**src/tap_ctrl_pkg.sv**
```systemverilog
// Constants shared by the delay-line update controller.
package tap_ctrl_pkg;
	// ---------------------------------------------------------------
	// Register map and field layout
	// ---------------------------------------------------------------
	localparam int          ADR_W          = 8;
	localparam int          TAP_W          = 9;
	localparam int          TAP_COUNT      = 512;
	localparam logic [7:0]  REG_CTRL       = 8'h00;
	localparam logic [7:0]  REG_TARGET     = 8'h04;
	localparam logic [7:0]  REG_STATUS     = 8'h08;
	localparam int          CTRL_TIME_BIT  = 0;
	localparam int          CTRL_LOAD_BIT  = 1;
	localparam int          CTRL_GO_BIT    = 2;
	localparam int          STAT_BUSY_BIT  = 0;
	localparam int          STAT_RDY_BIT   = 1;
	localparam int          STAT_TAP_LSB   = 16;
	localparam logic        CTRL_TIME_RST  = 1'b1;
	localparam logic        CTRL_LOAD_RST  = 1'b0;
	localparam logic [8:0]  TARGET_RST     = 9'h000;
	// ---------------------------------------------------------------
	// Timing counts in control-clock cycles, tap jump limit and calibration frequency
	// ---------------------------------------------------------------
	localparam logic [3:0]  SETTLE_CYC     = 4'ha;
	localparam logic [3:0]  GAP_CYC        = 4'h5;
	localparam logic [3:0]  POST_CYC       = 4'ha;
	localparam logic [8:0]  MAX_JUMP       = 9'h008;
	localparam int          CAL_FREQ_MHZ   = 300;
	// ---------------------------------------------------------------
	// Sequencer states
	// ---------------------------------------------------------------
	typedef enum logic [2:0] {
		ST_IDLE,
		ST_RDY,
		ST_SETTLE,
		ST_CAPTURE,
		ST_DECIDE,
		ST_LOAD_SET,
		ST_GAP,
		ST_POST
	} seq_state_t;
endpackage

```
**src/tap_update_ctrl.sv**
```systemverilog
// Fabric controller that sequences updates of a programmable output delay line.
//
// Contract
// - Count format: no calibration, tracking enable low, frequency setting stays 300 MHz.
// - Time format: keep tracking enable high while calibration ready is low.
// - Fixed style: enable high in time format, low in count format.
// - Time format steps: lower enable, wait 10, step, wait 10, raise enable.
// - After each step command wait at least 5 cycles.
// - Count format single-step: enable stays low; only wait, step, post-wait.
// - Time load update: wait ready, lower enable, wait 10, capture tap count.
// - Move toward target by at most 8 taps per change.
// - Place value, wait one cycle, pulse load one cycle, wait 5 if unfinished.
// - Stepping alternative: set direction, one strobe per tap, count remaining to zero.
// - At target wait 10 cycles, then raise enable in time format.
// - Count load update: enable stays low, same capture, bounded step, post-wait.
// - All elements in a nibble share one frequency setting matching reference clock.
//
// Local design decisions: the Wishbone interface to the registers and the placing of the registers.
`timescale 1ns/1ps
module tap_update_ctrl #(
	parameter int CAL_FREQ_MHZ = tap_ctrl_pkg::CAL_FREQ_MHZ
) (
	input  wire logic                             CORE_CLK_I,
	input  wire logic                             RST_I,
	input  wire logic [tap_ctrl_pkg::ADR_W-1:0]   ADR_I,
	input  wire logic [31:0]                      DAT_I,
	output logic      [31:0]                      DAT_O,
	input  wire logic                             WE_I,
	input  wire logic [3:0]                       SEL_I,
	input  wire logic                             CYC_I,
	input  wire logic                             STB_I,
	output logic                                  ACK_O,
	input  wire logic [tap_ctrl_pkg::TAP_W-1:0]   TAP_VALUE_I,
	input  wire logic                             CAL_READY_I,
	output logic                                  VT_EN_O,
	output logic                                  STEP_O,
	output logic                                  DIR_O,
	output logic                                  LOAD_O,
	output logic      [tap_ctrl_pkg::TAP_W-1:0]   TAP_VALUE_O
);
	import tap_ctrl_pkg::*;

	// ---------------------------------------------------------------
	// Helpers
	// ---------------------------------------------------------------
	// Next tap value toward the target, never more than the jump limit away.
	function automatic logic [8:0] toward(input logic [8:0] cur, input logic [8:0] tgt);
		logic [8:0] d;
		d = (tgt > cur) ? tgt - cur : cur - tgt;
		if (d <= MAX_JUMP) begin
			toward = tgt;
		end else if (tgt > cur) begin
			toward = cur + MAX_JUMP;
		end else begin
			toward = cur - MAX_JUMP;
		end
	endfunction

	// Register select on address bits 7:2; the low two address bits are ignored.
	function automatic logic hit(input logic [7:0] adr, input logic [7:0] offs);
		hit = (adr[7:2] == offs[7:2]);
	endfunction

	// ---------------------------------------------------------------
	// State
	// ---------------------------------------------------------------
	seq_state_t  state_r, state_nxt;
	logic [3:0]  cnt_r, cnt_nxt;
	logic [8:0]  cur_r, cur_nxt;
	logic [8:0]  tgt_r, tgt_nxt;
	logic [8:0]  tap_seen_r, tap_seen_nxt;
	logic        time_r, time_nxt;
	logic        lds_r, lds_nxt;
	logic        go_r, go_nxt;
	logic        rdy_s1_r, rdy_s1_nxt, rdy_s2_r, rdy_s2_nxt;
	logic        rdy_s3_r, rdy_s3_nxt, rdy_r, rdy_nxt;
	logic        vt_r, vt_nxt;
	logic        step_r, step_nxt;
	logic        dir_r, dir_nxt;
	logic        load_r, load_nxt;
	logic [8:0]  tap_o_r, tap_o_nxt;
	logic        ack_r, ack_nxt;
	logic [31:0] dat_r, dat_nxt;
	logic        req;
	logic        idle;

	assign VT_EN_O     = vt_r;
	assign STEP_O      = step_r;
	assign DIR_O       = dir_r;
	assign LOAD_O      = load_r;
	assign TAP_VALUE_O = tap_o_r;
	assign ACK_O       = ack_r;
	assign DAT_O       = dat_r;

	assign req  = CYC_I & STB_I & ~ack_r;
	assign idle = (state_r == ST_IDLE);

	// ---------------------------------------------------------------
	// Bus slave
	// ---------------------------------------------------------------
	always_comb begin
		ack_nxt  = req;
		dat_nxt  = dat_r;
		time_nxt = time_r;
		lds_nxt  = lds_r;
		go_nxt   = 1'b0;
		tgt_nxt  = tgt_r;

		// Bus slave: one wait state, then a single-cycle ack.
		if (req) begin
			dat_nxt = 32'h0000_0000;
			if (hit(ADR_I, REG_CTRL)) begin
				dat_nxt[CTRL_TIME_BIT] = time_r;
				dat_nxt[CTRL_LOAD_BIT] = lds_r;
				if (WE_I && SEL_I[0] && idle) begin
					time_nxt = DAT_I[CTRL_TIME_BIT];
					lds_nxt  = DAT_I[CTRL_LOAD_BIT];
					go_nxt   = DAT_I[CTRL_GO_BIT];
				end
			end else if (hit(ADR_I, REG_TARGET)) begin
				dat_nxt[8:0] = tgt_r;
				if (WE_I && idle) begin
					if (SEL_I[0])
						tgt_nxt[7:0] = DAT_I[7:0];
					if (SEL_I[1])
						tgt_nxt[8] = DAT_I[8];
				end
			end else if (hit(ADR_I, REG_STATUS)) begin
				dat_nxt[STAT_BUSY_BIT] = ~idle;
				dat_nxt[STAT_RDY_BIT]  = rdy_r;
				dat_nxt[STAT_TAP_LSB +: TAP_W] = tap_seen_r;
			end
		end
	end

	always_ff @(posedge CORE_CLK_I) begin
		if (RST_I) begin
			tgt_r  <= TARGET_RST;
			time_r <= CTRL_TIME_RST;
			lds_r  <= CTRL_LOAD_RST;
			go_r   <= 1'b0;
			ack_r  <= 1'b0;
			dat_r  <= 32'h0000_0000;
		end else begin
			tgt_r  <= tgt_nxt;
			time_r <= time_nxt;
			lds_r  <= lds_nxt;
			go_r   <= go_nxt;
			ack_r  <= ack_nxt;
			dat_r  <= dat_nxt;
		end
	end

	// ---------------------------------------------------------------
	// Calibration ready synchroniser and tap monitor
	// ---------------------------------------------------------------
	// Ready comes from another clock, so a change counts once the last two flops agree.
	always_comb begin
		rdy_s1_nxt   = CAL_READY_I;
		rdy_s2_nxt   = rdy_s1_r;
		rdy_s3_nxt   = rdy_s2_r;
		rdy_nxt      = (rdy_s2_r == rdy_s3_r) ? rdy_s3_r : rdy_r;
		tap_seen_nxt = TAP_VALUE_I;
	end

	always_ff @(posedge CORE_CLK_I) begin
		if (RST_I) begin
			rdy_s1_r   <= 1'b0;
			rdy_s2_r   <= 1'b0;
			rdy_s3_r   <= 1'b0;
			rdy_r      <= 1'b0;
			tap_seen_r <= 9'h000;
		end else begin
			rdy_s1_r   <= rdy_s1_nxt;
			rdy_s2_r   <= rdy_s2_nxt;
			rdy_s3_r   <= rdy_s3_nxt;
			rdy_r      <= rdy_nxt;
			tap_seen_r <= tap_seen_nxt;
		end
	end

	// ---------------------------------------------------------------
	// Update sequencer
	// ---------------------------------------------------------------
	// The position is tracked here after the capture, so the tap bus is read once.
	always_comb begin
		state_nxt = state_r;
		cnt_nxt   = cnt_r;
		cur_nxt   = cur_r;
		vt_nxt    = vt_r;
		step_nxt  = 1'b0;
		dir_nxt   = dir_r;
		load_nxt  = 1'b0;
		tap_o_nxt = tap_o_r;

		case (state_r)
			ST_IDLE: begin
				vt_nxt = time_r;
				if (go_r) begin
					if (time_r) begin
						state_nxt = ST_RDY;
					end else begin
						vt_nxt    = 1'b0;
						cnt_nxt   = SETTLE_CYC - 4'h1;
						state_nxt = ST_SETTLE;
					end
				end
			end
			ST_RDY: begin
				vt_nxt = 1'b1;
				if (rdy_r) begin
					vt_nxt    = 1'b0;
					cnt_nxt   = SETTLE_CYC - 4'h1;
					state_nxt = ST_SETTLE;
				end
			end
			ST_SETTLE: begin
				if (cnt_r == 4'h0) begin
					state_nxt = ST_CAPTURE;
				end else begin
					cnt_nxt = cnt_r - 4'h1;
				end
			end
			ST_CAPTURE: begin
				cur_nxt   = TAP_VALUE_I;
				state_nxt = ST_DECIDE;
			end
			ST_DECIDE: begin
				if (cur_r == tgt_r) begin
					cnt_nxt   = POST_CYC - 4'h1;
					state_nxt = ST_POST;
				end else if (lds_r) begin
					tap_o_nxt = toward(cur_r, tgt_r);
					state_nxt = ST_LOAD_SET;
				end else begin
					dir_nxt   = (tgt_r > cur_r);
					step_nxt  = 1'b1;
					cur_nxt   = (tgt_r > cur_r) ? cur_r + 9'h001 : cur_r - 9'h001;
					cnt_nxt   = GAP_CYC;
					state_nxt = ST_GAP;
				end
			end
			ST_LOAD_SET: begin
				load_nxt  = 1'b1;
				cur_nxt   = tap_o_r;
				cnt_nxt   = GAP_CYC;
				state_nxt = ST_GAP;
			end
			ST_GAP: begin
				if (cnt_r == 4'h0) begin
					state_nxt = ST_DECIDE;
				end else begin
					cnt_nxt = cnt_r - 4'h1;
				end
			end
			ST_POST: begin
				if (cnt_r == 4'h0) begin
					vt_nxt    = time_r;
					state_nxt = ST_IDLE;
				end else begin
					cnt_nxt = cnt_r - 4'h1;
				end
			end
			default: begin
				state_nxt = ST_IDLE;
			end
		endcase
	end

	// ---------------------------------------------------------------
	// Registers
	// ---------------------------------------------------------------
	// Sequencer state and the delay-line control outputs.
	always_ff @(posedge CORE_CLK_I) begin
		if (RST_I) begin
			state_r <= ST_IDLE;
			cnt_r   <= 4'h0;
			cur_r   <= 9'h000;
			vt_r    <= CTRL_TIME_RST;
			step_r  <= 1'b0;
			dir_r   <= 1'b0;
			load_r  <= 1'b0;
			tap_o_r <= 9'h000;
		end else begin
			state_r <= state_nxt;
			cnt_r   <= cnt_nxt;
			cur_r   <= cur_nxt;
			vt_r    <= vt_nxt;
			step_r  <= step_nxt;
			dir_r   <= dir_nxt;
			load_r  <= load_nxt;
			tap_o_r <= tap_o_nxt;
		end
	end
endmodule // tap_update_ctrl

```
**config.mk**
```make
export PLATFORM = sky130hd
export DESIGN_NAME = tap_update_ctrl
export DESIGN_NICKNAME = d
export VERILOG_FILES = /design/src/tap_ctrl_pkg.sv /design/src/tap_update_ctrl.sv
export SDC_FILE = /design/constraint.sdc
export NUM_CORES = 1
export LEC_CHECK = 0
export ABC_AREA = 1
export ABC_CLOCK_PERIOD_IN_PS = 3820
export BUFFER_PORTS_ARGS = -buffer_cell sky130_fd_sc_hd__buf_2
export CORE_UTILIZATION = 40
export CTS_CLUSTER_DIAMETER = 200
export DETAILED_ROUTE_END_ITERATION = 16
export GPL_TIMING_DRIVEN = 0
export PLACE_DENSITY = 0.69
export SYNTH_ARGS = -nofsm -noshare
export SYNTH_HDL_FRONTEND = slang
export SYNTH_SLANG_ARGS = --single-unit
```
**constraint.sdc**
```tcl
create_clock -name CORE_CLK_I -period 3.82 [get_ports CORE_CLK_I]
set_clock_uncertainty 0.2 [all_clocks]
set_input_delay 0.191 -clock CORE_CLK_I [delete_from_list [all_inputs] [get_ports CORE_CLK_I]]
set_output_delay 0.191 -clock CORE_CLK_I [all_outputs]
set_load 0.05 [all_outputs]
```
# Yosys cells after proc, flatten, opt, wreduce, memory -nomap -nowiden
# Index checks and enable logic that the tools add are counted.
# totals
regBits	73
inputBits	59
output_inout_bits	46
word_cells	119
# classes
addsub	7
order_cmp	2
eq_ne	21
n_mux	38
bitwise	10
reduce_logical	21
# ops
op	count
2-to-1 mux 9 bit	9
one-hot mux 9 bit (3 select lines)	1
2-to-1 mux 4 bit	6
one-hot mux 3 bit (8 select lines)	1
one-hot mux 4 bit (5 select lines)	1
inequality test 2 bit (second input constant)	9
subtractor 9 bit	2
2-to-1 mux 3 bit	5
AND reduction 5 bit	3
2-to-1 mux 7 bit	2
equality test 3 bit (second input constant)	4
2-to-1 mux 2 bit	6
AND reduction 3 bit	4
adder 9 x 1 -> 9 bit (second input constant)	1
adder 9 x 4 -> 9 bit (second input constant)	1
equality test 9 bit	1
greater-than comparator 9 bit	1
<= comparator 9 x 4 -> 1 bit (second input constant)	1
subtractor 9 x 1 -> 9 bit (second input constant)	1
subtractor 9 x 4 -> 9 bit (second input constant)	1
inverter 1 bit	8
equality test 3 x 2 -> 1 bit (second input constant)	2
equality test 6 x 1 -> 1 bit (second input constant)	1
equality test 6 x 2 -> 1 bit (second input constant)	1
17 further kinds	27

# Logic depth before layout (Yosys ltp)
# depth
ltp_word	5
depth_mapped	22
mapped_depth_nobuf	21

# Worst setup path before layout
# Ideal clock, no wire load.
# synth_timing
path_type	reg2reg
startpoint	register cur_r[3]
endpoint	register cur_r[8]
setup_ns	0.124
t_arrival_ns	2.679
required_time_ns	3.496
setup_slack_ns	0.817
stages_incl_launch_ff	19
n_path_buf	1
cell_sequence	dfxtp_1 inv_1 ha_1 nand2_2 inv_1 nand2_1 nand2_1 nand2_1 nand3_2 nand2_4 ha_1 clkbuf_1 a21oi_1 o31ai_1 a21oi_1 inv_1 or2_2 nand3_1 a21oi_1
# synth_between
elab_chain_len	5
# synth_rtl
item	line	rtl
start, declared	tap_update_ctrl.sv:69	logic [8:0] cur_r, cur_nxt;
start signal, assigned	tap_update_ctrl.sv:287	cur_r <= cur_nxt;
subtractor 9 x 1 -> 9 bit, or another cell as far along	tap_update_ctrl.sv:238	cur_nxt = (tgt_r > cur_r) ? cur_r + 9'h001 : cur_r - 9'h001;
2-to-1 mux 9 bit	tap_update_ctrl.sv:238	
2-to-1 mux 9 bit	tap_update_ctrl.sv:232	end else if (lds_r) begin
2-to-1 mux 9 bit	tap_update_ctrl.sv:229	if (cur_r == tgt_r) begin
one-hot mux 9 bit (3 select lines)	tap_update_ctrl.sv:196	case (state_r)
# Several ways; a longest one is shown, not always the timed one. The select of a mux whose other input is x is not followed.
# A chain may end at the register's enable or synchronous reset.

# Final worst setup path
# layout_timing
startpoint	register cur_r[3]
endpoint	register cur_r[7]
# The elaborated chain is that of the path after synthesis.

==> flow_summary.toml <==
[run_status]
run_status = "completed"

[timing]
final_max_slew_violation_count = 0
max_freq_mhz = 286
fin_crit_ns = 3.49
finalHoldViolCount = 0
setup-violations-final = 0
finalWorstSetupSlack_ns = 0.329
worstMarginPinSlew_ns = 0.759
grt_setup_unrepaired = "no"
finalCritPeriodShare = 0.914
final.hold.worst_slack_ns = 0.0381
tns_ns = 0
slew_headroom = 0.492

[clock_tree]
clk_root_buffer_cell = "sky130_fd_sc_hd__clkbuf_8"
clock_path_buffers = 2
cts_tree = "done"
cts.sink_count = 73
cts.htree.levels = 3
post-cts-setup-buffers = 0
worst_skew_late_latency_ns = 0.36
tritoncts.num_buffers = 9
cts_resized = 0
clkSlewWorstSetupHoldPaths_ns = 0.08

[synth]
yosys.area.top_type = "sky130_fd_sc_hd__dfxtp_1"
synth_area_leaders = "sky130_fd_sc_hd__dfxtp_1, sky130_fd_sc_hd__nand2_1, sky130_fd_sc_hd__inv_1"
async_reset_ff_frac = 0
syn_avg_cell_area_um2 = 6.97
synth.top_cell.area_share = 0.329
unique_cell_type_count_in_the_yosys_netlist = 46
ys_seq_area_frac = 0.329
yosys_warnings = 0
dominantRegCellSynth = "sky130_fd_sc_hd__dfxtp_1"
yosys_register_bits = 73
count_of_flip_flops_with_a_built_in_enable_after_synthesis = 0
post_synth_design_cell_area_um2 = 4450
synthesized_netlist_cell_count = 638

[global_routing]
antenna_violations_before_repair = 0
grt_start_max_net_pins = 15
number_of_global_route_vias_before_repair = 4227
grt_pass1_wl_um = 19800
grt_overflow_total = 0
grt_use_total = 0.217

[critical_path]
rr_startpoint = "cur_r[3]"
regToRegEndpoint = "cur_r[7]"
critical-path-top-cell-by-count = "sky130_fd_sc_hd__nand2_1"
critPathLaunchType = "register"
worstPathBufferInverterCount = 1
max_stage_delay_ns = 0.47
depth_of_the_most_critical_reg_to_reg_path = 17
critical_path_peak_fanout = 14
crit_required_ns = 3.90
r2r_setup_slack_ns = 0.33
timing_worst_setup_path_type = "register to register"
crit_chain = "inv_1 > ha_1 > nand2_1 > nor2_1 > nand3_2 > nand2_4 > ha_1 > nand2_1 > nand2_1 > a31oi_1 > or2_2 > nand2_1 > a21oi_1 > o21ai_0 > nand2_1 > nand3_1 > a21oi_1"
critical_path.top_delay_family = "simple AND/OR/NAND/NOR gates"
critical_path.slowest_cell = "sky130_fd_sc_hd__dfxtp_1"
cp_data_arrival_time_ns = 3.57
cp-end-kind = "register"

[floorplanning]
fp-row-count = 38
die_outline_height_um = 107
pin_count = 105
start_util = 0.410
die_ar_um2 = 11500
die_w_um = 107
placeableCoreArea_um2 = 10800

[min_path]
worst_hold_startpoint = "SEL_I[0]"
holdCritPathClass = "input port to register"
worst_hold_path.endpoint = "go_r"
whs_path_depth = 3

[layout]
nets = 833
layout.filler_cells = 1089
areaGrowthSynthToFinish_pct = 21.6
most-common-layout-cells = "sky130_fd_sc_hd__nand2_1, sky130_fd_sc_hd__inv_1, sky130_fd_sc_hd__dfxtp_1, sky130_fd_sc_hd__buf_2, sky130_fd_sc_hd__nand3_1"
final_core_util = 0.499
drive_gt1_frac = 0.164
most_common_cell_after_layout_fill_and_taps_aside = "sky130_fd_sc_hd__nand2_1"
finish.instance_area_um2 = 5410
n_antenna_cell = 0
post_layout_nonfiller_instances = 889

[route]
count_of_nets_left_with_antenna_violations_after_detail_routing = 0
routed_via_density = 5.11
drt_first_pass_iters = 11
wl_per_cell_um = 13.9
route.vias.total = 4545
routed_wl_um = 12300
drc = 0
drt_iter0_drc = 341

[pwr]
power_density_nw_per_um2 = 667
power_leakage_nw = 2.68
fin_total_pwr_mw = 3.60
vdd_ir_drop_max_v = 0.000300

[place]
place.gp.congestion = 0.899
dpl_cell_area_um2 = 4980
placedCellCount = 853
preCtsSetupSlack_ns = 0.352
place.detailed.hpwl_um = 9520
portbufs = 62

[run]
number_of_max_capacitance_violations_reported = 0
-- registers in the layout, summed over array words and instances, names as in the netlist, 3 cells and up --
register,count
TAP_VALUE_O,9
tgt_r,9
DAT_O,18
cnt_r,4
cur_r,9
tap_seen_r,9
state_r,3
-- repair_timing --
action	4_1_cts	5_1_grt
endpoints found under the setup margin	0	1
hold buffers	21	0
hold endpoints to repair	26	0
-- worst register-to-register path: stages, from the launching register on --
cell                      delay, ns
sky130_fd_sc_hd__dfxtp_1       0.47
sky130_fd_sc_hd__inv_1         0.14
sky130_fd_sc_hd__ha_1          0.42
sky130_fd_sc_hd__nand2_1       0.13
sky130_fd_sc_hd__nor2_1        0.14
sky130_fd_sc_hd__nand3_2       0.17
sky130_fd_sc_hd__nand2_4       0.24
sky130_fd_sc_hd__ha_1          0.30
sky130_fd_sc_hd__nand2_1       0.07
sky130_fd_sc_hd__nand2_1       0.06
sky130_fd_sc_hd__a31oi_1       0.19
sky130_fd_sc_hd__or2_2         0.16
sky130_fd_sc_hd__nand2_1       0.06
sky130_fd_sc_hd__a21oi_1       0.26
sky130_fd_sc_hd__o21ai_0       0.12
sky130_fd_sc_hd__nand2_1       0.08
sky130_fd_sc_hd__nand3_1       0.08
sky130_fd_sc_hd__a21oi_1       0.14
-- report_power, final --
part / internal, mW / switching [mW] / total (mW)
Clock: 0.385 / 0.304 / 0.689
Combinational: 0.694 / 1.38 / 2.07
Sequential: 0.805 / 0.0395 / 0.844
Total: 1.88 / 1.72 / 3.60
-- kinds of logic after synthesis --
kind of cell,Yosys count,share of synthesized area
adders and majority gates,30,0.0912
xor gates and xnor gates,11,0.0217
DFF,73,0.329
AOI/OAI and AO/OA,122,0.161
and+or+nand+nor,280,0.282
other,1,0.000843
buffers and inverters,121,0.115
-- worst max path at each step --
| stage | from | endpoint | slack (ns) | cells past startpoint |
|---|---|---|---|---|
| floorplan | cur_r[3] | cur_r[8] | 0.82 | 18 |
| global placement | cur_r[3] | TAP_VALUE_O[8] | 0.42 | 18 |
| detailed placement | cur_r[3] | TAP_VALUE_O[8] | 0.35 | 16 |
| CTS | cur_r[3] | TAP_VALUE_O[8] | 0.30 | 16 |
| global route | cur_r[3] | cur_r[7] | 0.02 | 20 |
| finish | cur_r[3] | cur_r[7] | 0.33 | 17 |
-- synthesized netlist by cell type (5+ instances only) --
library cell,count
sky130_fd_sc_hd__dfxtp_1,73
sky130_fd_sc_hd__nand2_1,136
sky130_fd_sc_hd__buf_4,15
sky130_fd_sc_hd__nand3_1,61
sky130_fd_sc_hd__inv_1,87
sky130_fd_sc_hd__o21ai_0,22
sky130_fd_sc_hd__nand4_1,5
sky130_fd_sc_hd__o21ai_1,9
sky130_fd_sc_hd__a21oi_1,54
sky130_fd_sc_hd__ha_1,26
sky130_fd_sc_hd__a31oi_1,5
sky130_fd_sc_hd__clkbuf_1,11
sky130_fd_sc_hd__inv_2,5
sky130_fd_sc_hd__nor3_1,9
sky130_fd_sc_hd__a211oi_1,7
sky130_fd_sc_hd__nor2_1,45
sky130_fd_sc_hd__xor2_1,10
-- area by class of cell --
cell class / count / area (um2) / share of cell area
clock buffer: 11 / 141 / 0.0261
buffer: 28 / 164 / 0.0303
inverter: 92 / 345 / 0.0639
sequential: 73 / 1460 / 0.270
clock inverter: 5 / 78.8 / 0.0146
multi-input combinational: 457 / 2520 / 0.466
timing repair buffer: 83 / 520 / 0.0963
tap: 140 / 175 / 0.0324
-- routing by layer --
metal	vias up	track usage	part of all wire
li1	2289	-	-
met1	2081	0.281	0.46
met2	153	0.363	0.46
met3	22	0.0387	0.059
met4	0	0.0724	0.019
met5	-	0	0
No activity file was read; power rests on OpenSTA's default activity.
